$ cat src/include/vdwm_pkg.sv
// Package for the video DRAM random-port cycle controller
`default_nettype none
package vdwm_pkg;
  // Avalon word offsets (byte addresses)
  localparam logic [3:0] OFS_CTRL   = 4'h0;
  localparam logic [3:0] OFS_ADDR   = 4'h4;
  localparam logic [3:0] OFS_WDATA  = 4'h8;
  localparam logic [3:0] OFS_STATUS = 4'hC;
  // Command codes written to CTRL[3:0]; bit 8 starts the cycle
  localparam int CMD_GO_BIT = 8;
  typedef enum logic [3:0] {
    VDWM_CMD_READ      = 4'h0,
    VDWM_CMD_WRITE     = 4'h1,
    VDWM_CMD_LATE_WR   = 4'h2,
    VDWM_CMD_NP_MWR    = 4'h3,
    VDWM_CMD_P_MWR     = 4'h4,
    VDWM_CMD_BLK_WR    = 4'h5,
    VDWM_CMD_NP_MBLK   = 4'h6,
    VDWM_CMD_P_MBLK    = 4'h7,
    VDWM_CMD_LOAD_MASK = 4'h8,
    VDWM_CMD_LOAD_COL  = 4'h9,
    VDWM_CMD_XFER      = 4'hA
  } vdwm_cmd_t;
  // Phase length in clocks (25 ns each), from 75 ns; each phase lasts PHASE_CNT+1 clocks, 100 ns
  localparam int PHASE_NS   = 75;
  localparam int CLK_NS     = 25;
  localparam int PHASE_CYC  = (PHASE_NS + CLK_NS - 1) / CLK_NS;
  localparam logic [3:0] PHASE_CNT = 4'(PHASE_CYC);
  localparam int ADDR_W = 9;
  localparam int DATA_W = 4;
  // Pins toward the memory; strobes are active low
  typedef struct packed {
    logic                row_strobe_n;
    logic                col_strobe_n;
    logic                transfer_or_output_select_n;
    logic                mask_or_write_select_n;
    logic                special_function_select;
    logic [ADDR_W-1:0]   addr;
    logic [DATA_W-1:0]   dq_out;
    logic                dq_oe;
  } vdwm_pins_t;
endpackage : vdwm_pkg
`default_nettype wire

$ cat src/vdwm_ctrl.sv
// Controller that drives the random port of a dual-port video DRAM
//
// Register access over Avalon-MM and the register offsets were left to the implementer.
`default_nettype none
module vdwm_ctrl (
  // Clock and reset
  input  wire logic        i_clk,
  input  wire logic        i_resetn,
  // Avalon-MM slave
  input  wire logic [3:0]  i_avs_address,
  input  wire logic        i_avs_read,
  input  wire logic        i_avs_write,
  input  wire logic [31:0] i_avs_writedata,
  output logic      [31:0] o_avs_readdata,
  output logic             o_avs_waitrequest,
  // Memory random port
  output logic             o_row_strobe_n,
  output logic             o_col_strobe_n,
  output logic             o_transfer_or_output_select_n,
  output logic             o_mask_or_write_select_n,
  output logic             o_special_function_select,
  output logic [8:0]       o_addr,
  output logic [3:0]       o_random_data_lines_out,
  output logic             o_random_data_lines_oe,
  input  wire logic [3:0]  i_random_data_lines_in
);
  typedef enum logic [2:0] {ST_IDLE, ST_ROW, ST_COL, ST_LATE, ST_OE, ST_END} vdwm_state_t;
  typedef struct packed {
    vdwm_state_t          st;
    logic [3:0]           cnt;
    vdwm_pkg::vdwm_cmd_t  cmd;
    logic [17:0]          addr;
    logic [3:0]           wdata;
    logic [3:0]           mask;
    logic [3:0]           rdata;
    logic                 busy;
    logic                 ack;
    logic [31:0]          rd;
    vdwm_pkg::vdwm_pins_t pins;
  } vdwm_state_s_t;

  logic [1:0]    rst_sync_r;
  vdwm_state_s_t s_r;
  vdwm_state_s_t s_nxt;
  logic          rstn;

  always_ff @(posedge i_clk or negedge i_resetn) begin
    if (!i_resetn) begin
      rst_sync_r <= 2'h0;
    end else begin
      rst_sync_r <= {rst_sync_r[0], 1'b1};
    end
  end
  assign rstn = rst_sync_r[1];

  function automatic logic is_wr(input vdwm_pkg::vdwm_cmd_t c);
    return c != vdwm_pkg::VDWM_CMD_READ && c != vdwm_pkg::VDWM_CMD_XFER;
  endfunction

  always_comb begin
    logic bus_req;
    bus_req = (i_avs_read || i_avs_write) && !s_r.ack;
    s_nxt = s_r;
    s_nxt.ack = 1'b0;
    // Slave answers one cycle after request is seen
    if (bus_req) begin
      s_nxt.ack = 1'b1;
      if (i_avs_write) begin
        case (i_avs_address)
          vdwm_pkg::OFS_CTRL: begin
            // Orders while busy are dropped; software polls status first
            if (i_avs_writedata[vdwm_pkg::CMD_GO_BIT] && !s_r.busy) begin
              s_nxt.cmd  = vdwm_pkg::vdwm_cmd_t'(i_avs_writedata[3:0]);
              s_nxt.busy = 1'b1;
              s_nxt.st   = ST_ROW;
              s_nxt.cnt  = vdwm_pkg::PHASE_CNT;
            end
          end
          vdwm_pkg::OFS_ADDR:  s_nxt.addr  = i_avs_writedata[17:0];
          vdwm_pkg::OFS_WDATA: begin
            s_nxt.wdata = i_avs_writedata[3:0];
            s_nxt.mask  = i_avs_writedata[11:8];
          end
          default: ;
        endcase
      end else begin
        case (i_avs_address)
          vdwm_pkg::OFS_CTRL:   s_nxt.rd = {28'h0, s_r.cmd};
          vdwm_pkg::OFS_ADDR:   s_nxt.rd = {14'h0, s_r.addr};
          vdwm_pkg::OFS_WDATA:  s_nxt.rd = {20'h0, s_r.mask, 4'h0, s_r.wdata};
          vdwm_pkg::OFS_STATUS: s_nxt.rd = {23'h0, s_r.busy, 4'h0, s_r.rdata};
          default:              s_nxt.rd = 32'h0;
        endcase
      end
    end
    if (s_r.cnt != 4'h0) begin
      s_nxt.cnt = s_r.cnt - 4'h1;
    end
    case (s_r.st)
      ST_IDLE: begin
        // Strobes high: other pins are free, nothing starts
        s_nxt.pins.row_strobe_n = 1'b1;
        s_nxt.pins.col_strobe_n = 1'b1;
        s_nxt.pins.transfer_or_output_select_n = 1'b1;
        s_nxt.pins.dq_oe = 1'b0;
      end
      ST_ROW: begin
        // Set up row address and row-time selects, then drop row strobe
        s_nxt.pins.addr = s_r.addr[17:9];
        s_nxt.pins.transfer_or_output_select_n = (s_r.cmd != vdwm_pkg::VDWM_CMD_XFER);
        case (s_r.cmd)
          vdwm_pkg::VDWM_CMD_NP_MWR, vdwm_pkg::VDWM_CMD_NP_MBLK: begin
            s_nxt.pins.mask_or_write_select_n = 1'b0;
            s_nxt.pins.special_function_select = 1'b0;
            s_nxt.pins.dq_out = s_r.mask;
            s_nxt.pins.dq_oe = 1'b1;
          end
          vdwm_pkg::VDWM_CMD_P_MWR, vdwm_pkg::VDWM_CMD_P_MBLK: begin
            s_nxt.pins.mask_or_write_select_n = 1'b0;
            s_nxt.pins.special_function_select = 1'b1;
          end
          vdwm_pkg::VDWM_CMD_LOAD_MASK, vdwm_pkg::VDWM_CMD_LOAD_COL: begin
            s_nxt.pins.mask_or_write_select_n = 1'b1;
            s_nxt.pins.special_function_select = 1'b1;
          end
          default: begin
            s_nxt.pins.mask_or_write_select_n = 1'b1;
            s_nxt.pins.special_function_select = 1'b0;
          end
        endcase
        if (s_r.cnt == 4'h0) begin
          s_nxt.pins.row_strobe_n = 1'b0;
          s_nxt.st  = ST_COL;
          s_nxt.cnt = vdwm_pkg::PHASE_CNT;
        end
      end
      ST_COL: begin
        // Column address; mask load ignores it, so zero is sent
        s_nxt.pins.addr = (s_r.cmd == vdwm_pkg::VDWM_CMD_LOAD_MASK) ? 9'h000 : s_r.addr[8:0];
        s_nxt.pins.special_function_select =
          (s_r.cmd == vdwm_pkg::VDWM_CMD_BLK_WR || s_r.cmd == vdwm_pkg::VDWM_CMD_NP_MBLK ||
           s_r.cmd == vdwm_pkg::VDWM_CMD_P_MBLK || s_r.cmd == vdwm_pkg::VDWM_CMD_LOAD_COL);
        // Early write: select low before column fall read keeps it high
        s_nxt.pins.mask_or_write_select_n = !(is_wr(s_r.cmd) && s_r.cmd != vdwm_pkg::VDWM_CMD_LATE_WR);
        s_nxt.pins.dq_out = s_r.wdata;
        s_nxt.pins.dq_oe  = is_wr(s_r.cmd);
        if (s_r.cnt == 4'h0) begin
          s_nxt.pins.col_strobe_n = 1'b0;
          s_nxt.cnt = vdwm_pkg::PHASE_CNT;
          if (s_r.cmd == vdwm_pkg::VDWM_CMD_LATE_WR) begin
            s_nxt.st = ST_LATE;
          end else if (s_r.cmd == vdwm_pkg::VDWM_CMD_READ) begin
            s_nxt.st = ST_OE;
          end else begin
            s_nxt.st = ST_END;
          end
        end
      end
      ST_LATE: begin
        // Select falls after column strobe
        s_nxt.pins.mask_or_write_select_n = 1'b0;
        s_nxt.pins.dq_oe = 1'b1;
        if (s_r.cnt == 4'h0) begin
          s_nxt.st  = ST_END;
          s_nxt.cnt = vdwm_pkg::PHASE_CNT;
        end
      end
      ST_OE: begin
        // Output enable falls well after row strobe sample at end
        s_nxt.pins.transfer_or_output_select_n = 1'b0;
        if (s_r.cnt == 4'h0) begin
          s_nxt.rdata = i_random_data_lines_in;
          s_nxt.st  = ST_END;
          s_nxt.cnt = vdwm_pkg::PHASE_CNT;
        end
      end
      ST_END: begin
        // Row strobe rise ends the cycle; device drops a nonpersistent mask
        s_nxt.pins.row_strobe_n = 1'b1;
        s_nxt.pins.col_strobe_n = 1'b1;
        s_nxt.pins.transfer_or_output_select_n = 1'b1;
        s_nxt.pins.mask_or_write_select_n = 1'b1;
        s_nxt.pins.dq_oe = 1'b0;
        if (s_r.cnt == 4'h0) begin
          s_nxt.st   = ST_IDLE;
          s_nxt.busy = 1'b0;
        end
      end
      default: s_nxt.st = ST_IDLE;
    endcase
  end

  always_ff @(posedge i_clk or negedge rstn) begin
    if (!rstn) begin
      s_r <= '{st: ST_IDLE, cnt: 4'h0, cmd: vdwm_pkg::VDWM_CMD_READ, addr: 18'h0, wdata: 4'h0,
               mask: 4'h0, rdata: 4'h0, busy: 1'b0, ack: 1'b0, rd: 32'h0,
               pins: '{row_strobe_n: 1'b1, col_strobe_n: 1'b1, transfer_or_output_select_n: 1'b1,
                       mask_or_write_select_n: 1'b1, special_function_select: 1'b0,
                       addr: 9'h000, dq_out: 4'h0, dq_oe: 1'b0}};
    end else begin
      s_r <= s_nxt;
    end
  end

  assign o_avs_readdata                = s_r.rd;
  assign o_avs_waitrequest             = !s_r.ack;
  assign o_row_strobe_n                = s_r.pins.row_strobe_n;
  assign o_col_strobe_n                = s_r.pins.col_strobe_n;
  assign o_transfer_or_output_select_n = s_r.pins.transfer_or_output_select_n;
  assign o_mask_or_write_select_n      = s_r.pins.mask_or_write_select_n;
  assign o_special_function_select     = s_r.pins.special_function_select;
  assign o_addr                        = s_r.pins.addr;
  assign o_random_data_lines_out       = s_r.pins.dq_out;
  assign o_random_data_lines_oe        = s_r.pins.dq_oe;
endmodule // vdwm_ctrl
`default_nettype wire

$ cat config.mk
export PLATFORM = sky130hd
export DESIGN_NAME = vdwm_ctrl
export DESIGN_NICKNAME = d
export VERILOG_FILES = /design/src/include/vdwm_pkg.sv /design/src/vdwm_ctrl.sv
export SDC_FILE = /design/constraint.sdc
export NUM_CORES = 1
export LEC_CHECK = 0
export BUFFER_PORTS_ARGS = -buffer_cell sky130_fd_sc_hd__buf_2
export CAP_MARGIN = 20
export CORE_MARGIN = 5
export CORE_UTILIZATION = 29
export CTS_CLUSTER_DIAMETER = 40
export DETAILED_ROUTE_END_ITERATION = 12
export GPL_ROUTABILITY_DRIVEN = 1
export HOLD_SLACK_MARGIN = 0.1
export PLACE_DENSITY_LB_ADDON = 0.2
export SYNTH_ARGS = -nofsm -noshare
export SYNTH_HDL_FRONTEND = slang
export SYNTH_SLANG_ARGS = --single-unit
$ cat constraint.sdc
create_clock -name i_clk -period 2.4 [get_ports i_clk]
set_input_delay 0.24 -clock i_clk [delete_from_list [all_inputs] [get_ports i_clk]]
set_output_delay 0.24 -clock i_clk [all_outputs]
set_load 0.005 [all_outputs]
==> results of run 1 <==
==> power breakdown <==
group | switching (mW) | total, mW | leakage [nW] | internal (mW)
clock | 0.592 | 1.44 | 0.146 | 0.844
sequential | 0.327 | 2.07 | 1.05 | 1.74
combinational | 0.526 | 1.08 | 1.03 | 0.558
total | 1.45 | 4.59 | 2.23 | 3.14
==> per-stage QoR <==
step                util (%)  total power [mW]  setup WS [ns]  hold slack [ns]  cell area, um^2
global route            33.6              4.89          0.361            0.111             4660
finish                  33.6              4.59          0.472            0.125             4660
floorplan                  -              2.93          0.689          -0.0556             4150
CTS                     33.6              4.65          0.462            0.118             4660
global placement        31.3              3.16          0.509           0.0256             4340
detailed placement      31.3              3.20          0.477           0.0291             4340
==> flip-flops by register name (all words and copies together), names as in the netlist, 2 cells and up <==
name / count
o_addr: 9
o_random_data_lines_out: 4
s_r: 43
rst_sync_r: 2
o_avs_readdata: 18
==> worst min path at each step <==
stage,start,endpoint,cells past startpoint
floorplan,i_resetn,rst_sync_r[0],0
global placement,i_resetn,rst_sync_r[0],1
detailed placement,i_resetn,rst_sync_r[0],1
CTS,i_avs_writedata[5],s_r[70],2
global route,i_random_data_lines_in[1],s_r[54],2
finish,i_avs_writedata[5],s_r[70],2
==> layer usage <==
layer / vias up / track usage (%) / routed length [um]
met1: 1303 / 16.7 / 4560
met3: 10 / 3.74 / 631
met2: 71 / 17.6 / 4290
li1: 1281 / - / -
met4: 0 / 5.13 / 151
met5: - / 0 / 0
==> layout by cell type, fill, tap and decap left out, types with 2 or more instances in the layout <==
| cell type | netlist | layout |
|---|---|---|
| a22o_1 | 14 | 14 |
| a21oi_1 | 11 | 11 |
| a22oi_1 | 14 | 14 |
| dfrtp_1 | 78 | 77 |
| buf_4 | 50 | 5 |
| a31oi_1 | 4 | 4 |
| nor2b_1 | 5 | 5 |
| a211oi_1 | 2 | 2 |
| nor2_2 | 2 | 2 |
| buf_2 | 4 | 67 |
| o21ai_0 | 16 | 16 |
| nand2_1 | 37 | 37 |
| clkbuf_16 | 0 | 9 |
| dfstp_2 | 4 | 4 |
| inv_1 | 9 | 9 |
| or3_1 | 2 | 2 |
| nor2_1 | 16 | 16 |
| mux2_2 | 30 | 30 |
| nor3_1 | 5 | 5 |
| mux2i_1 | 6 | 6 |
| conb_1 | 2 | 15 |
| nor4b_4 | 2 | 2 |
| nand2b_1 | 5 | 5 |
| inv_6 | 0 | 2 |
| mux4_2 | 4 | 4 |
| mux2_4 | 4 | 4 |
| clkinvlp_4 | 0 | 2 |
==> kinds of logic after synthesis <==
logic type | count (synthesis) | synth area share, %
AOI/OAI and AO/OA | 70 | 11.9
xor gates and xnor gates | 2 | 0.428
adders and majority gates | 1 | 0.305
buffers and inverters | 70 | 11.3
DFF | 82 | 50.2
muxes | 44 | 13.4
other | 2 | 0.183
and+or+nand+nor | 87 | 12.3
==> cell type report <==
type / instances / area, um^2
Fill cell: 1399 / 9220
Sequential cell: 82 / 2060
Multi-Input combinational cell: 219 / 1630
Timing Repair Buffer: 74 / 403
Clock buffer: 10 / 239
Tap cell: 180 / 225
Clock inverter: 6 / 71.3
Inverter: 9 / 33.8
Antenna cell: 1 / 2.50
==> timing repair <==
action	4_1_cts	5_1_grt
setup endpoints to repair	0	0
hold endpoints to repair	2	0
hold buffers	1	0
==> results.toml, run 1 <==
[status]
status = "finished clean"

[route]
drtPass1Iterations = 4
drtIter0Drc = 212
wirelength_um = 9640
vias = 2665
wl_per_cell_um = 16.6
via_per_inst = 4.59
ant_nets = 0
drc = 0

[logic_synthesis]
yosysWarningCount = 0
synth-edff-count = 0
synth-main-ff-cell = "dfrtp_1"
synth_common_cells = "78 x dfrtp_1, 50 x buf_4, 37 x nand2_1"
synth_cell_types = 51
synth-seq-area-share_pct = 50.2
synth_area_um2 = 4100
synth_area_leaders = "dfrtp_1 48%, buf_4 9.2%, mux2_2 8.2%, nand2_1 3.4%, a22o_1 3.0%"
ys_ff_latch = 82
async_flop_share_pct = 100
syn_avg_cell_area_um2 = 11.4
synth_area_leader_cell = "dfrtp_1"
yosysMostFrequentCell = "dfrtp_1"
syn_inst = 358
synth_top_cell_area_share_pct = 47.6

[clock_network]
clockBufferDepth = 2
cts_resized = 0
clk_latency_ns = 0.34
cts-htree-levels = 3
cts-buffers-inserted = 9
clk_pin_slew_ns = 0.06
clockRootBuffer = "clkbuf_16"
cts_tree = "done"
clkSinkCount = 82
cts_setup_buffers = 0

[sta]
fmaxAchievable_mhz = 519
rsz0062_at_grt = "false"
finalSetupViolCount = 0
fin_crit_ns = 1.93
tns_ns = 0
period_share_pct = 80.3
worst_pin_slew_ns = 0.614
clock_skew_ns = 0.00888
finalMaxSlewViolations = 0
hold_viol = 0
relSlewSlack_pct = 59.1

[worst_setup_path]
worst-path-buf-inv = 1
r2r-end = "s_r[53]"
path_delay_family = "simple AND/OR/NAND/NOR gates"
cp_data_required_time_ns = 2.62
crit_chain = "inv_1, ha_1, or3b_1, nor2_8, nand2_4, mux2_4"
reg2regPathDepth = 6
reg2reg_slack_ns = 0.47
regToRegStartpoint = "s_r[87]"
cp-endpoint = "s_r[53]"
crit_start = "s_r[87]"
critPathMaxStageDelay_ns = 0.55
crit_cells = 6
crit_type = "flop to flop"
cp_slowest_cell = "or3b_1"
crit_fanout = 7
start_kind = "flop"
end_kind = "flop"
cp.arrival_ns = 2.15

[global_route]
gr-total-overflow = 0
grt_pass1_vias = 2776
grt_antenna_before_repair = 0
grt_usage_pct = 12.1
grt_max_degree = 47
grt_pass1_wl_um = 15400

[placed_design]
dp_cells = 563
hpwl_um = 7090
gp_congestion = 0.721
io_buffers = 67

[run]
maxCapViolCount = 0

[final_layout]
area_growth_pct = 13.8
post_route_cells_drive_above_1_share_pct = 36.5
fin_cells = 581
nNetsFinal = 440

[die]
core_area_um2 = 13900
io_pins = 96
die_h_um = 129
initial_core_util_pct = 29.5
die_w_um = 129
dieArea_um2 = 16600
num_rows = 43

[power]
peakVddDrop_mv = 0.327
leakage_nw = 2.23
power_density_nw_per_um2 = 984

[min_path]
hold_path.class = "input pin to flop"
(Power assumes the default switching activity.)
==> run 2, diff against run 1 <==
--- a/config.mk
+++ b/config.mk
@@ -5,6 +5,7 @@
 export SDC_FILE = /design/constraint.sdc
 export NUM_CORES = 1
 export LEC_CHECK = 0
+export ABC_AREA = 1
 export BUFFER_PORTS_ARGS = -buffer_cell sky130_fd_sc_hd__buf_2
 export CAP_MARGIN = 20
 export CORE_MARGIN = 5
==> constraint.sdc (replaced) <==
create_clock -name i_clk -period 1.9 [get_ports i_clk]
set_input_delay 0.19 -clock i_clk [delete_from_list [all_inputs] [get_ports i_clk]]
set_output_delay 0.19 -clock i_clk [all_outputs]
set_load 0.005 [all_outputs]
==> run 2 against run 1 <==
Total power increased by 1.1%. Sequential share of layout area decreased by 1.0 points. Clock power increased by 20%. Wire length increased by 6.6%. Sequential power increased by 3%. Clock skew decreased by 0.0051 ns. Utilization increased by 0.51 points. Non-clock buffer count increased by 5. Combinational power decreased by 29%. Largest power group unchanged.
==> results.toml, run 2 <==
[status]
status = "finished clean"

[logic_synthesis]
synth-edff-count = 0
async_flop_share_pct = 100
yosysWarningCount = 0
synthXorXnorAreaFrac_pct = 0
syn_inst = 491
synth_top_family_by_area = "simple AND/OR/NAND/NOR gates"
synth-main-ff-cell = "dfrtp_1"
synthSimpleGateAreaFrac_pct = 21.8
yosysMostFrequentCell = "nand2_1"
synth_area_leader_cell = "dfrtp_1"
synth_area_um2 = 4170
synth_cell_types = 30
synth_area_leaders = "dfrtp_1 47%, nand2_1 11%, buf_4 8.5%, o21ai_0 4.7%, inv_1 4.0%"
synth_top_cell_area_share_pct = 46.8
ys_ff_latch = 82
synth_common_cells = "124 x nand2_1, 78 x dfrtp_1, 47 x buf_4"
synthAdderAreaFrac_pct = 0.300
syn_avg_cell_area_um2 = 8.50
synth-seq-area-share_pct = 49.3
synth_mux_area_share_pct = 0
synth_compound_area_share_pct = 13.3

[die]
num_rows = 43
die_w_um = 130
dieArea_um2 = 16900
core_area_um2 = 14000
io_pins = 96
die_h_um = 130
initial_core_util_pct = 29.8

[final_layout]
top_register = "s_r"
area_growth_pct = 14.2
post_route_cells_drive_above_1_share_pct = 25.5
final_common_cell = "nand2_1"
largest_reg_flops = 43
most-common-layout-cells = "124 x nand2_1, 77 x dfrtp_1, 67 x buf_2"
nNetsFinal = 581
n_antenna_cell = 0
final_cell_area_um2 = 4770

[placed_design]
placed_area_um2 = 4410
gp_congestion = 0.924
hpwl_um = 7850
io_buffers = 67

[clock_network]
clockBufferDepth = 2
cts-buffers-inserted = 9
clockRootBuffer = "clkbuf_16"
clkSinkCount = 82
cts-htree-levels = 3
clk_latency_ns = 0.33
cts_setup_buffers = 0
cts_tree = "done"
clk_pin_slew_ns = 0.06

[global_route]
grt_antenna_before_repair = 0
grt_pass1_vias = 3309
grt_pass1_wl_um = 16600
grt_usage_pct = 12.7
gr-total-overflow = 0
grt_max_degree = 35

[power]
p_sw_share_pct = 27.2
p_seq_share_pct = 46.0
power_density_nw_per_um2 = 973
finalPower_mw = 4.64
peakVddDrop_mv = 0.378
leakage_nw = 2.49
clkPwrFrac_pct = 37.4
p_sw_mw = 1.26
combPwrFrac_pct = 16.6
p_int_mw = 3.38

[run]
maxCapViolCount = 0

[worst_setup_path]
end_kind = "flop"
cp.arrival_ns = 1.85
critPathMaxStageDelay_ns = 0.48
start_kind = "flop"
crit_chain = "inv_2, nand2_1, nor2_2, buf_4, nand3_1, o211ai_1"
crit_fanout = 9
crit_type = "flop to flop"
cp_slowest_cell = "dfrtp_1"
cp_data_required_time_ns = 2.14

[sta]
fin_crit_ns = 1.61
fmaxAchievable_mhz = 623
finalMaxSlewViolations = 0
clock_skew_ns = 0.00377
finalSetupViolCount = 0
tns_ns = 0
hold_viol = 0
hold_ws_ns = 0.114
period_share_pct = 84.5
rsz0062_at_grt = "false"

[route]
drtIter0Drc = 194
wirelength_um = 10300
wl_per_cell_um = 14.3
vias = 3257
via_per_inst = 4.52
ant_nets = 0
drc = 0
drtPass1Iterations = 5

[min_path]
hold_path.class = "input pin to flop"
-- run 2: cell types whose count changed after synthesis, moves of 9 or more --
cell | previous run | this run
a22o_1 | 14 | 0
a22oi_1 | 14 | 1
inv_1 | 9 | 44
mux2_2 | 30 | 0
nand2_1 | 37 | 124
nand3_1 | 1 | 30
nor2_1 | 16 | 33
o211ai_1 | 0 | 9
o21ai_0 | 16 | 39
o21ai_2 | 0 | 16
-- run 2: through the flow --
stage	cells	worst slack, ns	utilization [%]
final	721	0.294	34.1
after floorplan	504	0.515	-
after detailed placement	700	0.189	31.6
after global placement	700	0.228	31.6
after CTS	721	0.172	34.1
after global routing	721	0.0996	34.1
-- run 2: cell families after synthesis --
family / Yosys count
AND/OR/NAND/NOR: 210
other: 2
buffers and inverters: 109
flip-flops: 82
AO/OA/AOI/OAI: 87
adder cells (fa/ha/maj): 1
-- run 2: timing repair --
action,in CTS,in global routing
resized for setup,0,1
endpoints found under the setup margin,0,4
hold buffers,5,0
hold endpoints to repair,6,0
-- run 2: area by class of cell --
class / instances / area (um^2)
multi-input combinational: 313 / 1540
timing repair buffer: 79 / 450
fill: 1464 / 9220
inverter: 51 / 191
clock inverter: 2 / 35.0
tap: 180 / 225
clock buffer: 14 / 264
sequential: 82 / 2060
-- run 2: per-layer routing --
layer / wire length [um] / global-route usage (%) / vias to the layer above
li1: - / - / 1616
met1: 4570 / 16.4 / 1539
met4: 294 / 6.36 / 0
met2: 4940 / 20.8 / 82
met3: 472 / 1.88 / 20
met5: 0 / 0 / -
-- run 2: final timing paths --
path                            depth (start not counted)           startpoint  slack [ns]                        to
min in group asynchronous                               2             i_resetn        0.17             rst_sync_r[1]
worst min register to register                          0        rst_sync_r[1]        0.28                   s_r[51]
worst max register to register                          6              s_r[93]        0.29                 o_addr[8]
worst max-delay path                                    6              s_r[93]        0.29                 o_addr[8]
worst min-delay path                                    3  i_avs_writedata[17]        0.11                   s_r[82]
max in group asynchronous                               1        rst_sync_r[1]        0.95  o_mask_or_write_select_n
-- run 2: power groups by stage --
| stage | logic [mW] | registers (mW) | clock network [mW] |
|---|---|---|---|
| after floorplan | 0.600 | 2.13 | 0 |
| after global placement | 0.747 | 2.16 | 0 |
| after detailed placement | 0.768 | 2.17 | 0 |
| after CTS | 0.778 | 2.14 | 1.79 |
| after global routing | 0.902 | 2.17 | 1.85 |
| final | 0.768 | 2.14 | 1.73 |
-- run 2: worst max-delay path: cells and delay by family (launching register included) --
family / cells / cell delay, ns
simple gates: 3 / 0.51
buf+inv: 2 / 0.41
compound gates: 1 / 0.12
flops: 1 / 0.48
==> run 3, diff against run 2 <==
--- a/config.mk
+++ b/config.mk
@@ -5,7 +5,7 @@
 export SDC_FILE = /design/constraint.sdc
 export NUM_CORES = 1
 export LEC_CHECK = 0
-export ABC_AREA = 1
+export ABC_AREA = 0
 export BUFFER_PORTS_ARGS = -buffer_cell sky130_fd_sc_hd__buf_2
 export CAP_MARGIN = 20
 export CORE_MARGIN = 5
==> constraint.sdc (replaced) <==
create_clock -name i_clk -period 1.5 [get_ports i_clk]
set_input_delay 0.15 -clock i_clk [delete_from_list [all_inputs] [get_ports i_clk]]
set_output_delay 0.15 -clock i_clk [all_outputs]
set_load 0.005 [all_outputs]
==> run 3 against run 2 <==
The run now ends with setup timing left. Worst setup slack got worse by 0.42 ns. Clock skew up 0.0084 ns. Worst hold slack got worse by 0.0028 ns. Via count fell by 9.6%. Highest routed layer unchanged. Total power grew 66%. Sequential share of layout area down 4.2 points. Global-route usage is 0.34 points higher. Sequential power rose by 50%. Fmax down 1.2%. Clock power up 20%. Register-to-register slack worse by 0.42 ns.
==> results.toml, run 3 (same netlist as run 1, synthesis figures left out) <==
[worst_setup_path]
crit_cells = 6
reg2regPathDepth = 6
crit_fanout = 4
crit_chain = "inv_2, ha_4, or3b_4, nor2_8, nand2_4, mux2_4"
critPathMaxStageDelay_ns = 0.41
path_delay_family = "simple AND/OR/NAND/NOR gates"
worst-path-buf-inv = 1
crit_start = "s_r[87]"
crit_type = "flop to flop"
reg2reg_slack_ns = -0.13
cp.arrival_ns = 1.85
cp_data_required_time_ns = 1.72
cp_slowest_cell = "or3b_4"
r2r-end = "s_r[56]"
cp-endpoint = "s_r[56]"
start_kind = "flop"
end_kind = "flop"
regToRegStartpoint = "s_r[87]"

[final_layout]
post_route_cells_drive_above_1_share_pct = 43.8
most-common-layout-cells = "74 x dfrtp_1, 67 x buf_2, 36 x nand2_1, 36 x buf_4, 30 x mux2_2"
top_register = "s_r"
largest_reg_flops = 43
n_antenna_cell = 0
multiInputGateArea_um2 = 1720
regArea_um2 = 2060
area_growth_pct = 29.3
fillers = 1393
final_common_cell = "dfrtp_1"
final_cell_area_um2 = 5300
nNetsFinal = 501

[clock_network]
clk_pin_slew_ns = 0.07
cts-buffers-inserted = 9
cts-htree-levels = 3
clockRootBuffer = "clkbuf_16"
clockBufferDepth = 2
clk_latency_ns = 0.34
clkSinkCount = 82
cts_tree = "done"

[die]
initial_core_util_pct = 29.5
num_rows = 43
core_area_um2 = 13900
io_pins = 96
die_w_um = 129
die_h_um = 129
dieArea_um2 = 16600

[sta]
finalMaxSlewViolations = 0
clock_skew_ns = 0.0122
hold_ws_ns = 0.112
hold_viol = 0
period_share_pct = 108
rsz0062_at_grt = "true"
fmaxAchievable_mhz = 615
fin_crit_ns = 1.63
finalSetupViolCount = 9
fin_ws_ns = -0.126

[status]
violations = "setup timing"
status = "complete, but fails checks"

[route]
highest_layer = "met4"
wl_per_cell_um = 16.4
drtPass1Iterations = 4
met2_length_um = 4660
ant_nets = 0
via_per_inst = 4.59
vias = 2945
wl_met1_um = 5140
wl_met3_um = 488
drc = 0
wirelength_um = 10500
drtIter0Drc = 131

[global_route]
grt_pass1_vias = 2974
grt_max_degree = 47
grt_usage_pct = 13.0
grt_antenna_before_repair = 0
gr-total-overflow = 0
grt_pass1_wl_um = 16600

[power]
leakage_nw = 2.54
power_density_nw_per_um2 = 1450
peakVddDrop_mv = 0.588

[placed_design]
placed_area_um2 = 4620
hpwl_um = 7510
io_buffers = 67
gp_congestion = 0.711

[min_path]
hold_path.class = "input pin to flop"

[run]
maxCapViolCount = 0
[run 3: cell count changes in the layout (fill, tap and decap cells not counted), sizes merged, moves of 7 or more]
cell and change:
mux2 +34, nor2 -19, a22o +14, nand2 -92, o211ai -9, dlygate4sd3 +17
o21ai -44, inv -40, nand4 -7, nand3 -28, buf +38, a22oi +13
[run 3: through the flow]
stage,util (%),setup WS [ns],cells,setup TNS [ns],power [mW]
2_1_floorplan,-,-0.201,371,-0.979,4.69
3_3_place_gp,33.3,-0.202,595,-1.22,5.32
3_5_place_dp,33.3,-0.233,595,-1.57,5.37
4_1_cts,37.2,-0.158,635,-0.673,7.66
5_1_grt,38.1,-0.181,641,-1.51,8.19
6_report,38.1,-0.126,641,-0.733,7.69
[run 3: worst min-delay path by stage]
stage	from	end	slack (ns)	depth (start not counted)
after floorplan	i_resetn	rst_sync_r[0]	-0.15	0
after CTS	i_avs_writedata[1]	s_r[84]	0.10	2
after global routing	i_resetn	rst_sync_r[1]	0.11	2
after global placement	i_resetn	rst_sync_r[0]	-0.07	1
after detailed placement	i_resetn	rst_sync_r[0]	-0.06	1
final	i_avs_writedata[1]	s_r[84]	0.11	2
[run 3: timing repair]
item	4_1_cts	5_1_grt
hold buffers	22	0
pin swaps	4	3
setup buffers	3	5
gates cloned	0	1
hold endpoints to repair	27	0
resized for setup	9	23
endpoints found under the setup margin	26	35
[run 3: cell type report]
type	instances	area share, %
flip-flops and latches	82	39.0
multi-input cells	219	32.6
repair buffers	135	18.3
clock buffers	10	4.32
well taps	180	4.25
clock inverters	6	0.922
inverters	9	0.638
[run 3: layer usage]
layer	GRT usage (%)	vias to the layer above
li1	-	1403
met5	0	-
met1	18.7	1463
met4	5.00	0
met3	2.82	14
met2	19.2	65
[run 3: where the power goes]
group          switching, mW  internal (mW)
combinational           1.11           1.29
clock                  0.938           1.14
sequential             0.430           2.79
